### src/design/led_scan_pkg.sv
package led_scan_pkg;
  // register offsets
  localparam logic [7:0] CTRL_OFS    = 8'h00;
  localparam logic [7:0] CUR_OFS     = 8'h0B;
  localparam logic [7:0] SCANF_OFS   = 8'h0C;
  localparam logic [7:0] TSEL_OFS    = 8'h0D;
  localparam logic [7:0] TRES_OFS    = 8'h0E;
  localparam logic [7:0] DOT_OFS     = 8'h10;
  localparam int         DOT_BYTES   = 14;
  // field positions
  localparam int         SOFT_RUN_BIT = 0;
  localparam int         MODE_BIT    = 1;
  localparam int         MAX_BIT     = 7;
  localparam int         DGD_BIT     = 3;
  localparam int         ROWPD_LSB   = 4;
  localparam int         COLPU_LSB   = 6;
  // reset values
  localparam logic [7:0] CTRL_RST    = 8'h00;
  localparam logic [7:0] CUR_RST     = 8'h7F;
  localparam logic [7:0] SCANF_RST   = 8'h01;
  localparam logic [7:0] TSEL_OFF    = 8'h00;
  // test select low nibble
  localparam logic [3:0] TEST_SHORT  = 4'h6;
  localparam logic [3:0] TEST_OPEN   = 4'h5;
  // timing, figures in ns and Hz
  localparam int         CLK_NS      = 50;
  localparam int         CLK_HZ      = 20_000_000;
  localparam int         SLOT_NS     = 5300;
  localparam int         GAP_NS      = 400;
  localparam int         CSDLY_NS    = 10;
  localparam int         SLOT_CYC    = SLOT_NS / CLK_NS;
  localparam int         GAP_CYC     = (GAP_NS + CLK_NS - 1) / CLK_NS;
  localparam int         CSDLY_CYC   = (CSDLY_NS + CLK_NS - 1) / CLK_NS;
  localparam int         F25K_HZ     = 25_000;
  localparam int         F12K5_HZ    = 12_500;
  localparam int         F4K_HZ      = 4_000;
  localparam int         F2K_HZ      = 2_000;
  localparam int         F1K_HZ      = 1_000;
  localparam int         F500_HZ     = 500;
  localparam int         F250_HZ     = 250;
  localparam int         F25K_CYC    = CLK_HZ / F25K_HZ;
  localparam int         F12K5_CYC   = CLK_HZ / F12K5_HZ;
  localparam int         ROWS        = 7;
  localparam int         COLS        = 10;
  typedef enum logic [1:0] {
    SC_GAP  = 2'b00,
    SC_ON   = 2'b01,
    SC_IDLE = 2'b10
  } scan_state_e;
  typedef enum logic [2:0] {
    IC_IDLE = 3'b000,
    IC_DEV  = 3'b001,
    IC_REG  = 3'b010,
    IC_WR   = 3'b011,
    IC_RD   = 3'b100
  } i2c_state_e;
endpackage

### src/design/led_matrix_scan_control.sv
// Operation
// rows enabled one at a time in order, seven or six rows per frame
// slot 5.3us, 0.4us blank between slots, columns start 0.01us after row; code starts columns one 50ns clock after row
// row output high only while selected and some dot in it lit
// one 7-bit current code drives every column sink
// top bit of current register picks 40mA or 120mA range
// host writes current register only 00-7F or AB-CA
// host keeps peak current at or below 70mA
// after test select written, per-dot results readable in result register
// host writes 00 to test select before a new selection
// host sets current code 0F before open or short test
// row pull-down and column pull-up levels come from scan register fields
// host should pick 2.2V levels for de-ghosting
// host disables de-ghost during hardware shutdown
// rising shutdown pin resets serial interface logic
// host makes no transfer as the shutdown pin rises
// registers kept through both shutdowns and interface reset
// clearing soft shutdown bit at 00h enters software shutdown
// software shutdown turns off column sinks, registers stay reachable
// shutdown pin low disables all drive, high releases it
// registers reachable during hardware shutdown
// host rewrites registers after supply brown-out before raising pin
// scan rate select sets frame rate 25kHz down to 250Hz
// pull select codes 00 2.2V, 01 1.4V, 10 0.6V, 11 rail
// scan runs by itself whenever not shut down
module led_matrix_scan_control
  import led_scan_pkg::*;
#(
  parameter logic [6:0] DEV_ADDR  = 7'h50,
  parameter int         F4K_CYC   = CLK_HZ / F4K_HZ,
  parameter int         F2K_CYC   = CLK_HZ / F2K_HZ,
  parameter int         F1K_CYC   = CLK_HZ / F1K_HZ,
  parameter int         F500_CYC  = CLK_HZ / F500_HZ,
  parameter int         F250_CYC  = CLK_HZ / F250_HZ
) (
  input  wire logic              clk,
  input  wire logic              sys_rst,
  input  wire logic              clk_en,
  input  wire logic              hw_shutdown_pin_n,
  input  wire logic              scl_in,
  input  wire logic              sda_in,
  output wire logic              sda_out,
  output wire logic              sda_oe_n,
  input  wire logic [ROWS-1:0]   fault_sense,
  output logic      [ROWS-1:0]   row_source_output,
  output logic      [COLS-1:0]   column_sink_output,
  output logic      [6:0]        global_current_code,
  output logic                   current_range_high,
  output logic      [1:0]        row_pulldown_level,
  output logic      [1:0]        column_pullup_level,
  output logic                   deghost_enable,
  output logic      [COLS-1:0]   test_column_sel,
  output logic                   test_short_mode
);
  logic        scl_q_ff, sda_q_ff, pin_q_ff, ack_ff, rw_ff, lo_ff;
  logic [3:0]  bit_ff;
  logic [7:0]  sh_ff, ptr_ff, rd_data;
  i2c_state_e  ist_ff;
  logic [7:0]  ctrl_ff, cur_ff, scanf_ff, tsel_ff, tres_ff;
  logic [7:0]  dot_ff [DOT_BYTES];
  wire scl_rise  = scl_in & ~scl_q_ff;
  wire scl_fall  = ~scl_in & scl_q_ff;
  wire start_c   = scl_in & scl_q_ff & sda_q_ff & ~sda_in;
  wire stop_c    = scl_in & scl_q_ff & ~sda_q_ff & sda_in;
  wire pin_rise  = hw_shutdown_pin_n & ~pin_q_ff;
  wire byte_done = scl_fall & ~ack_ff & (bit_ff == 4'h8);
  wire wr_fire   = byte_done & (ist_ff == IC_WR);
  wire [7:0] dot_idx = ptr_ff - DOT_OFS;
  wire dot_hit   = (ptr_ff >= DOT_OFS) && (dot_idx < 8'(DOT_BYTES));
  assign sda_out  = 1'b0;
  assign sda_oe_n = ~lo_ff;
  assign rd_data  = (ptr_ff == CTRL_OFS)  ? ctrl_ff  :
                    (ptr_ff == CUR_OFS)   ? cur_ff   :
                    (ptr_ff == SCANF_OFS) ? scanf_ff :
                    (ptr_ff == TSEL_OFS)  ? tsel_ff  :
                    (ptr_ff == TRES_OFS)  ? tres_ff  :
                    dot_hit ? dot_ff[dot_idx[3:0]] : 8'h00;

  always_ff @(posedge clk) begin
    if (sys_rst) begin
      scl_q_ff <= 1'b1;
      sda_q_ff <= 1'b1;
      pin_q_ff <= 1'b1;
    end else if (clk_en) begin
      scl_q_ff <= scl_in;
      sda_q_ff <= sda_in;
      pin_q_ff <= hw_shutdown_pin_n;
    end
  end

  // serial engine; registers left untouched by the pin-edge reset
  always_ff @(posedge clk) begin
    // pin edge clears link
    if (sys_rst || (clk_en && pin_rise)) begin
      ist_ff <= IC_IDLE;
      bit_ff <= 4'h0;
      ack_ff <= 1'b0;
      rw_ff  <= 1'b0;
      lo_ff  <= 1'b0;
      sh_ff  <= 8'h00;
      ptr_ff <= 8'h00;
    end else if (clk_en) begin
      if (start_c) begin
        ist_ff <= IC_DEV;
        bit_ff <= 4'h0;
        ack_ff <= 1'b0;
        lo_ff  <= 1'b0;
      end else if (stop_c) begin
        ist_ff <= IC_IDLE;
        lo_ff  <= 1'b0;
      end else if (ist_ff == IC_RD) begin
        if (scl_rise) begin
          bit_ff <= bit_ff + 4'h1;
          if (bit_ff == 4'h8 && sda_in) begin
            ist_ff <= IC_IDLE;
          end
        end else if (scl_fall) begin
          if (bit_ff == 4'h9) begin
            sh_ff  <= rd_data;
            ptr_ff <= ptr_ff + 8'h01;
            bit_ff <= 4'h0;
            lo_ff  <= ~rd_data[7];
          end else if (bit_ff == 4'h8) begin
            lo_ff <= 1'b0;
          end else begin
            sh_ff <= {sh_ff[6:0], 1'b0};
            lo_ff <= ~sh_ff[6];
          end
        end
      end else if (ist_ff != IC_IDLE) begin
        if (scl_rise && !ack_ff) begin
          sh_ff  <= {sh_ff[6:0], sda_in};
          bit_ff <= bit_ff + 4'h1;
        end else if (scl_fall && ack_ff) begin
          ack_ff <= 1'b0;
          lo_ff  <= 1'b0;
          if (ist_ff == IC_DEV && rw_ff) begin
            ist_ff <= IC_RD;
            sh_ff  <= rd_data;
            ptr_ff <= ptr_ff + 8'h01;
            lo_ff  <= ~rd_data[7];
          end else if (ist_ff == IC_DEV) begin
            ist_ff <= IC_REG;
          end
        end else if (byte_done) begin
          bit_ff <= 4'h0;
          unique case (ist_ff)
            IC_DEV: begin
              if (sh_ff[7:1] == DEV_ADDR) begin
                rw_ff  <= sh_ff[0];
                ack_ff <= 1'b1;
                lo_ff  <= 1'b1;
              end else begin
                ist_ff <= IC_IDLE;
              end
            end
            IC_REG: begin
              ptr_ff <= sh_ff;
              ist_ff <= IC_WR;
              ack_ff <= 1'b1;
              lo_ff  <= 1'b1;
            end
            default: begin
              ptr_ff <= ptr_ff + 8'h01;
              ack_ff <= 1'b1;
              lo_ff  <= 1'b1;
            end
          endcase
        end
      end
    end
  end

  // only sys_rst resets
  always_ff @(posedge clk) begin
    if (sys_rst) begin
      ctrl_ff  <= CTRL_RST;
      cur_ff   <= CUR_RST;
      scanf_ff <= SCANF_RST;
      tsel_ff  <= TSEL_OFF;
    end else if (clk_en && wr_fire) begin
      if (ptr_ff == CTRL_OFS) ctrl_ff <= sh_ff;
      if (ptr_ff == CUR_OFS) cur_ff <= sh_ff;
      if (ptr_ff == SCANF_OFS) scanf_ff <= sh_ff;
      if (ptr_ff == TSEL_OFS) tsel_ff <= sh_ff;
    end
  end

  for (genvar g = 0; g < DOT_BYTES; g++) begin : g_dot
    always_ff @(posedge clk) begin
      if (sys_rst) begin
        dot_ff[g] <= 8'h00;
      end else if (clk_en && wr_fire && dot_hit && dot_idx[3:0] == 4'(g)) begin
        dot_ff[g] <= sh_ff;
      end
    end
  end

  wire [3:0] tcol     = tsel_ff[7:4];
  wire       tcol_ok  = (tcol != 4'h0) && (tcol <= 4'(COLS));
  wire       t_short  = tcol_ok && (tsel_ff[3:0] == TEST_SHORT);
  wire       t_open   = tcol_ok && (tsel_ff[3:0] == TEST_OPEN);
  wire       t_active = t_short | t_open;

  always_ff @(posedge clk) begin
    if (sys_rst) begin
      tres_ff         <= 8'h00;
      test_column_sel <= '0;
      test_short_mode <= 1'b0;
    end else if (clk_en) begin
      // result follows sensed faults
      tres_ff         <= t_active ? {1'b0, fault_sense} : 8'h00;
      test_column_sel <= t_active ? COLS'(1) << (tcol - 4'h1) : '0;
      test_short_mode <= t_short;
    end
  end

  scan_state_e st_ff;
  logic [16:0] fcnt_ff, cnt_ff, frame_len;
  logic [2:0]  row_ff;
  wire         hw_off  = ~hw_shutdown_pin_n;
  // bit low is software shutdown
  wire         sw_off  = ~ctrl_ff[SOFT_RUN_BIT];
  wire [2:0]   last_row = ctrl_ff[MODE_BIT] ? 3'd5 : 3'd6;
  wire [COLS-1:0] row_dots = {dot_ff[{row_ff, 1'b1}][1:0], dot_ff[{row_ff, 1'b0}]};

  // frame length per rate code
  assign frame_len = (scanf_ff[2:0] == 3'b010) ? 17'(F12K5_CYC) :
                     (scanf_ff[2:0] == 3'b011) ? 17'(F4K_CYC)   :
                     (scanf_ff[2:0] == 3'b100) ? 17'(F2K_CYC)   :
                     (scanf_ff[2:0] == 3'b101) ? 17'(F1K_CYC)   :
                     (scanf_ff[2:0] == 3'b110) ? 17'(F500_CYC)  :
                     (scanf_ff[2:0] == 3'b111) ? 17'(F250_CYC)  :
                     17'(F25K_CYC);
  wire frame_end = (fcnt_ff >= frame_len - 17'd1);

  always_ff @(posedge clk) begin
    // free-running unless the shutdown pin is low
    if (sys_rst || (clk_en && hw_off)) begin
      st_ff   <= SC_GAP;
      fcnt_ff <= '0;
      cnt_ff  <= '0;
      row_ff  <= 3'd0;
    end else if (clk_en) begin
      fcnt_ff <= frame_end ? 17'd0 : fcnt_ff + 17'd1;
      cnt_ff  <= cnt_ff + 17'd1;
      unique case (st_ff)
        // blanking gap then slot
        SC_GAP: if (cnt_ff == 17'(GAP_CYC - 1)) begin
          st_ff  <= SC_ON;
          cnt_ff <= '0;
        end
        // next row in order
        SC_ON: if (cnt_ff == 17'(SLOT_CYC - 1)) begin
          cnt_ff <= '0;
          if (row_ff == last_row) begin
            st_ff <= SC_IDLE;
          end else begin
            st_ff  <= SC_GAP;
            row_ff <= row_ff + 3'd1;
          end
        end
        SC_IDLE: if (frame_end) begin
          st_ff  <= SC_GAP;
          cnt_ff <= '0;
          row_ff <= 3'd0;
        end
        default: st_ff <= SC_GAP;
      endcase
    end
  end

  wire on_now  = (st_ff == SC_ON) && (row_dots != '0);
  wire cs_now  = on_now && (cnt_ff >= 17'(CSDLY_CYC)) && !sw_off;

  always_ff @(posedge clk) begin
    if (sys_rst) begin
      row_source_output   <= '0;
      column_sink_output  <= '0;
      global_current_code <= 7'h00;
      current_range_high  <= 1'b0;
      row_pulldown_level  <= 2'b00;
      column_pullup_level <= 2'b00;
      deghost_enable      <= 1'b0;
    end else if (clk_en) begin
      // row high only when lit
      row_source_output   <= (on_now && !hw_off) ? ROWS'(1) << row_ff : '0;
      // sinks after delay
      column_sink_output  <= (cs_now && !hw_off) ? row_dots : '0;
      // shared code
      global_current_code <= cur_ff[6:0];
      // range bit
      current_range_high  <= cur_ff[MAX_BIT];
      // pull level codes
      row_pulldown_level  <= scanf_ff[ROWPD_LSB +: 2];
      column_pullup_level <= scanf_ff[COLPU_LSB +: 2];
      deghost_enable      <= ~scanf_ff[DGD_BIT] & ~hw_off;
    end
  end
endmodule

### config.mk
export PLATFORM = sky130hd
export DESIGN_NAME = led_matrix_scan_control
export DESIGN_NICKNAME = d
export VERILOG_FILES = /design/src/design/led_scan_pkg.sv /design/src/design/led_matrix_scan_control.sv
export SDC_FILE = /design/constraint.sdc
export NUM_CORES = 1
export LEC_CHECK = 0
export BUFFER_PORTS_ARGS = -buffer_cell sky130_fd_sc_hd__buf_2
export CORE_MARGIN = 10
export CORE_UTILIZATION = 64
export DETAILED_ROUTE_END_ITERATION = 6
export GPL_TIMING_DRIVEN = 0
export PLACE_DENSITY = 0.81
export SLEW_MARGIN = 10
export SYNTH_ARGS = -nofsm -noshare
export SYNTH_HDL_FRONTEND = slang
export SYNTH_SLANG_ARGS = --single-unit
### constraint.sdc
create_clock -name clk -period 5.6 [get_ports clk]
set_input_delay 1.4 -clock clk [delete_from_list [all_inputs] [get_ports clk]]
set_output_delay 1.4 -clock clk [all_outputs]
set_load 0.02 [all_outputs]
==> metrics.md, run 1 <==
| Metric | Value |
|---|---|
| Synth Net Count | `1365` |
| Crit path launch type | `input port` |
| HP Class | `flop to flop` |
| Pins Over Slew Limit | `0` |
| Count of different cell masters after synthesis | `71` |
| Drt total wl | `37.4 mm` |
| H-tree depth | `1` |
| Power Density | `~280 mW/mm2` |
| Top-count cell post-synth | `nor2_1` |
| Fin. Hold Viols | `0` |
| #FFs+latches synth | `263` |
| Resize count post-CTS | `0` |
| Slew headroom | `0.204` |
| Max Cap Viol | `0` |
| Post-CTS Hold Fix Bufs | `0` |
| CTS tree | `built` |
| EDFF count, synth | `roughly 110` |
| All-Layer GR Usage | `0.274` |
| Period utilisation layout | `0.766` |
| Status | `completed` |
| Reg2reg end | `lo_ff` |
| Post-route antenna net violation count | `0` |
| Via-per-instance ratio | `6.41` |
| Core ar. | `0.0204 mm2` |
| Skew final | `0.0195 ns` |
| CTS Buf Count | `29` |
| Area leader, netlist | `edfxtp_1` |
| Ant diodes | `0` |
| Clock root cell | `clkbuf_16` |
| Final GP Congestion | `~0.95` |
| Synth Area per Inst | `10.1 um2` |
| Die height | `165 um` |
| Fin util | `0.733` |
| # setup viols final | `0` |
| Initial antenna violation count | `0` |
| Final setup TNS | `0 ns` |
| R2r startpoint | `ptr_ff[1]` |
| Sinks on the clock net | `263` |
| WP data arrival | `roughly 4.5 ns` |
| CP Data Required Time | `5.77 ns` |
| Ys async rst share | `0` |
| Clock Tree Buf Depth | `3` |
| Synth top area cells | `edfxtp_1 (25%), dfxtp_1 (23%), and2_1 (5.6%)` |
| Routed len/inst | `22.0 um` |
| Crit Path Category | `input port to flop` |
| Worst Hold End | `column_sink_output[1]` |
| Synth top area share | `0.252` |
| Worst R2R Setup Slack | `between 1.5 and 2 ns` |
| Max FO, Critical Path | `8` |
| FF-to-FF path depth | `12` |
| Post-synth top cells | `nor2_1 (159), dfxtp_1 (151), and2_1 (120), edfxtp_1 (112), nand2_1 (102)` |
| Peak VDD IR | `0.295 mV` |
| Final Cell Area | `0.0149 mm2` |
| Drt pass-1 iters | `7` |
| Number of fill cells | `1467` |
| RSZ-0062 raised after global routing | `no` |
| Post-Syn Area | `0.0134 mm2` |
| Share of the yosys chip area belonging to registers | `0.478` |
| Fraction of layout cells with a size suffix above 1 | `0.121` |
| Leakage | `5.42 nW` |
| DRC viols | `0` |
| Crit. End Element | `flop` |
| Die Area | `0.0271 mm2` |
| Tot Pwr | `4.17 mW` |
| Grt total ovfl | `0` |
| Ports | `56` |
| Worst Tran Pin Value | `~1.2 ns` |
| Clk_lat worst skew | `0.57 ns` |
| DP HPWL | `26.6 mm` |
| F_max | `0.233 GHz` |
| Starting Density | `0.657` |
| Vias in the first global route | `about 11000` |
| CTS clk-pin slew, worst paths | `~0.060 ns` |
| Top_reg_cell synth | `dfxtp_1` |
| FP Rows | `52` |
| YS warnings | `0` |
| Initial DRC count | `1448` |
| Hold Crit Start | `column_sink_output[1]` |
| Hold path cells | `2` |
| Mapped Cells | `approximately 1300` |
| Tmin final | `4.29 ns` |
| Final nets | `~1500` |
| Chip width | `165 um` |
| PortBufs | `54` |
| Largest net degree at the start of global routing | `16` |
| Global-route wire length before repair | `58.5 mm` |
| DR vias | `10900` |
| Post-DP Area | `around 0.014 mm2` |
| Setup repair bufs after CTS | `0` |
| Syn-to-layout area delta | `11.6%` |
==> cell families after synthesis <==
logic type                 count (synthesis)  share of synthesized area
and+or+nand+nor                          533                      0.200
DFF                                      263                      0.478
AOI/OAI and AO/OA                        231                      0.115
buffers and inverters                    112                     0.0357
muxes                                    111                      0.118
xor gates and xnor gates                  35                     0.0229
adders and majority gates                 33                     0.0309
other                                      1                   0.000280
==> final cells by class <==
cell class | count | area, um2 | share of cell area
Inverter | 30 | 113 | 0.00755
Clock inverter | 15 | 148 | 0.00989
Timing Repair Buffer | 54 | 270 | 0.0181
Sequential cell | 263 | 6390 | 0.428
Tap cell | 270 | 338 | 0.0226
Multi-Input combinational cell | 944 | 6510 | 0.436
Buffer | 82 | 364 | 0.0244
Clock buffer | 39 | 795 | 0.0532
==> through the flow <==
stage               worst slack (ns)  instances  hold WS (ns)
floorplan                       1.89       1319         0.454
global placement               0.735       1643         0.434
detailed placement             0.714       1643         0.444
CTS                             1.26       1697         0.459
global route                    1.03       1697         0.485
finish                          1.31       1697         0.455
==> metal layers <==
| layer | wire (um) | global-route usage |
|---|---|---|
| met1 | 14700 | 0.359 |
| met2 | 16900 | 0.430 |
| met3 | 4360 | 0.0749 |
| met4 | 1430 | 0.0954 |
| met5 | 0 | 0 |
==> state kept, by name, indices dropped and copies added (netlist names), 8 cells and up, named ones only <==
signal,count
ctrl_ff,8
scanf_ff,8
cnt_ff,17
fcnt_ff,17
tsel_ff,8
test_column_sel,10
cur_ff,8
sh_ff,8
dot_ff,112
ptr_ff,8
column_sink_output,10
==> placed cells by master (no fill, tap or decap), drive strengths merged, types with 4 or more instances in the layout <==
cell type,n
o21ai,62
clkinv,11
edfxtp,112
a221oi,5
o31ai,7
inv,31
nand3b,6
and2,120
nand4b,6
nor2b,13
or3,8
mux2i,72
nor2,162
o221ai,4
a22oi,21
a21o,9
ha,33
xor2,23
buf,83
clkbuf,92
a32o,10
nand2,102
nor4,7
o21a,4
xnor2,12
o211ai,10
a31oi,6
nand4,22
a211oi,12
or4,4
nand3,27
a311oi,5
and3,13
dfxtp,151
a21oi,48
mux4,36
nand2b,7
nor3,25
==> worst max-delay path, stage by stage <==
cell and delay (ns):
buf_2 0.14, inv_1 0.07, ha_1 0.26, nand4b_1 0.26
inv_1 0.11, nand4_1 0.45, a211oi_2 0.45, nand2_1 0.32
o21ai_0 1.01
==> power by group <==
part | internal, mW | total [mW] | switching, mW
clock network | 1.09 | 1.91 | 0.811
registers | 2.05 | 2.08 | 0.0313
logic | 0.0621 | 0.186 | 0.124
total | 3.20 | 4.17 | 0.966
==> worst max path at each step <==
| stage | from | endpoint | slack (ns) | cells after the start |
|---|---|---|---|---|
| 2_1_floorplan | scl_in | dot_ff[8][0] | 1.89 | 8 |
| 3_3_place_gp | scl_in | dot_ff[1][4] | 0.74 | 9 |
| 3_5_place_dp | scl_in | dot_ff[4][4] | 0.71 | 9 |
| 4_1_cts | scl_in | dot_ff[0][5] | 1.26 | 9 |
| 5_1_grt | scl_in | dot_ff[13][4] | 1.03 | 9 |
| 6_report | scl_in | dot_ff[13][1] | 1.31 | 9 |
Note: power is estimated with default switching activity, not from simulation.
==> inputs of run 2 (changes only) <==
Settings changed: CORE_UTILIZATION 64 to 62, PLACE_DENSITY 0.81 to 0.79.
Clock period 5.6 ns to 4.14 ns, I/O delays scaled along.
==> run 2 against run 1 <==
  * The run now ends with design-rule violations left
  * Routed wire length decreased by 0.33%
  * Register-to-register slack got worse by 1.4 ns
  * Worst hold slack got worse by 0.0055 ns
  * Clock-buffer cell count decreased by 8
  * Die area increased by 2.8%
  * Critical path type is now flop to flop
  * Critical endpoint is now lo_ff
  * Highest routed layer unchanged
==> metrics.md, run 2 (synthesized netlist as in run 1, its figures left out) <==
| Metric | Value |
|---|---|
| Chip width | `167 um (+1.4%)` |
| Die Area | `0.0278 mm2 (+2.8%)` |
| Most frequent cells in the layout | `nor2_1 (159), dfxtp_1 (151), and2_1 (120)` |
| Drt pass-1 iters | `7 (unchanged)` |
| HP Class | `flop to flop` |
| WP data arrival | `4.41 ns (-0.05 ns)` |
| Starting Density | `0.634 (-0.0225)` |
| All-Layer GR Usage | `0.257 (-0.0175)` |
| Bufs and invs on worst path | `5 (+2)` |
| CTS tree | `built` |
| Grt total ovfl | `0 (unchanged)` |
| CTS Buf Count | `27 (-6.9%)` |
| Max FO, Critical Path | `10 (+2)` |
| Core ar. | `0.0211 mm2 (+3.6%)` |
| CTS clk-pin slew, worst paths | `0.06 ns (about the same)` |
| Ports | `56 (unchanged)` |
| Clock Tree Buf Depth | `3 (unchanged)` |
| Setup crit start | `ptr_ff[1]` |
| Skew final | `0.0203 ns (+0.000851 ns)` |
| DR vias | `10800 (-0.34%)` |
| Most common cell after layout, fill and taps aside | `nor2_1` |
| Largest registers | `dot_ff: 112 flops, cnt_ff: 17 flops, fcnt_ff: 17 flops` |
| Routed len/inst | `21.9 um (-0.57%)` |
| Vias in the first global route | `10500 (-1.9%)` |
| Post-CTS Hold Fix Bufs | `0 (unchanged)` |
| Worst hold slack | `0.449 ns (-0.00549 ns)` |
| Max Cap Viol | `0 (unchanged)` |
| Crit Path Category | `flop to flop` |
| H-tree depth | `1 (unchanged)` |
| Final nets | `1449 (-0.069%)` |
| Initial antenna violation count | `3 (+3)` |
| Hold Crit Start | `column_sink_output[5]` |
| Status | `finished with violations` |
| Worst R2R Setup Slack | `0.19 ns (-1.43 ns)` |
| Via-per-instance ratio | `6.37 (-0.57%)` |
| DRC viols | `4 (+4)` |
| Final setup TNS | `0 ns (unchanged)` |
| Delay-heaviest family, CP | `buffers and inverters` |
| Area taken by multi-input logic gates | `0.00651 mm2 (unchanged)` |
| Sinks on the clock net | `263 (unchanged)` |
| Pins Over Slew Limit | `0 (unchanged)` |
| Fin. Hold Viols | `0 (unchanged)` |
| Largest net degree at the start of global routing | `15 (-1)` |
| Clock root cell | `clkbuf_16` |
| Crit. End Element | `flop` |
| Fraction of layout cells with a size suffix above 1 | `0.115 (-0.00536)` |
| Worst Tran Pin Value | `1.18 ns (-0.00383 ns)` |
| Slew headroom | `0.207 (+0.00258)` |
| Global-route wire length before repair | `57.7 mm (-1.3%)` |
| Cells along the critical path | `clkbuf_1 -> buf_1 -> buf_2 -> inv_1 -> ha_1 -> and3_1 -> clkbuf_1 -> a22oi_1 -> o21ai_0 -> a21oi_1 -> o21ai_0 -> o31ai_1` |
| Resize count post-CTS | `0 (unchanged)` |
| Max stage delay on crit path | `0.64 ns (-0.37 ns)` |
| PortBufs | `54 (unchanged)` |
| Period utilisation layout | `0.955` |
| Syn-to-layout area delta | `11.7% (about the same)` |
| Reg area | `0.00639 mm2 (unchanged)` |
| Post-route antenna net violation count | `0 (unchanged)` |
| Setup repair bufs after CTS | `0 (unchanged)` |
| DP HPWL | `26.8 mm (+0.70%)` |
| RSZ-0062 raised after global routing | `no` |
| Final GP Congestion | `0.974 (+2.1%)` |
| FP Rows | `53 (+1.9%)` |
| Crit path launch type | `flop` |
| # setup viols final | `0 (unchanged)` |
| R2r startpoint | `ptr_ff[1]` |
| Clk_lat worst skew | `0.56 ns (about the same)` |
| Number of fill cells | `1647 (+12%)` |
| Violated checks | `design-rule violations` |
| Leakage | `5.40 nW (-0.28%)` |
| Max FFs per register | `112 (unchanged)` |
| Initial DRC count | `1325 (-8.5%)` |
| Top reg by flops | `dot_ff` |
| Crit-path slowest cell | `buf_1` |
| Tmin final | `3.95 ns` |
| CP Data Required Time | `4.59 ns (-1.18 ns)` |
| Peak VDD IR | `0.336 mV (+14%)` |
| Die height | `167 um (+1.4%)` |
| F_max | `approximately 0.25 GHz` |
| Drt total wl | `37.3 mm (-0.33%)` |
| Power Density | `380 mW/mm2 (+36%)` |
## run 2: layout make-up
class,instances,share of cell area
diodes,2,0.000335
well taps,275,0.0230
clock inverters,19,0.0163
multi-input cells,944,0.436
clock buffers,31,0.0463
plain buffers,82,0.0244
repair buffers,55,0.0186
flip-flops and latches,263,0.428
inverters,30,0.00754
## run 2: through the flow
stage | setup WS [ns] | utilization | power (mW) | instances | area, um2
finish | 0.185 | 0.708 | 5.67 | 1701 | 14900
floorplan | 0.791 | - | 3.01 | 1319 | 13400
detailed placement | -0.352 | 0.663 | 3.11 | 1648 | 14000
global route | 0.00401 | 0.708 | 5.80 | 1699 | 14900
CTS | 0.129 | 0.707 | 5.67 | 1698 | 14900
global placement | -0.366 | 0.663 | 3.10 | 1648 | 14000
## run 2: metal layers
metal / share of wire / global-route usage
met5: 0 / 0
met3: 0.11 / 0.0835
met1: 0.41 / 0.329
met2: 0.44 / 0.394
met4: 0.039 / 0.100
## run 2: worst paths after layout
path	cells past startpoint	end
max	12	lo_ff
min	2	column_sink_output[5]
max reg2reg	12	lo_ff
min reg2reg	2	column_sink_output[5]
## run 2: power by group
group | internal [mW] | switching [mW] | total, mW
clock | 1.57 | 1.04 | 2.61
sequential | 2.77 | 0.0409 | 2.81
combinational | 0.0847 | 0.169 | 0.254
total | 4.42 | 1.25 | 5.67
## run 2: tightest hold or removal path, delay by kind of cell (launching register included)
kind | cells | cell delay, ns
AOI/OAI and AO/OA | 1 | 0.05
DFF | 1 | 0.32
and+or+nand+nor | 1 | 0.05
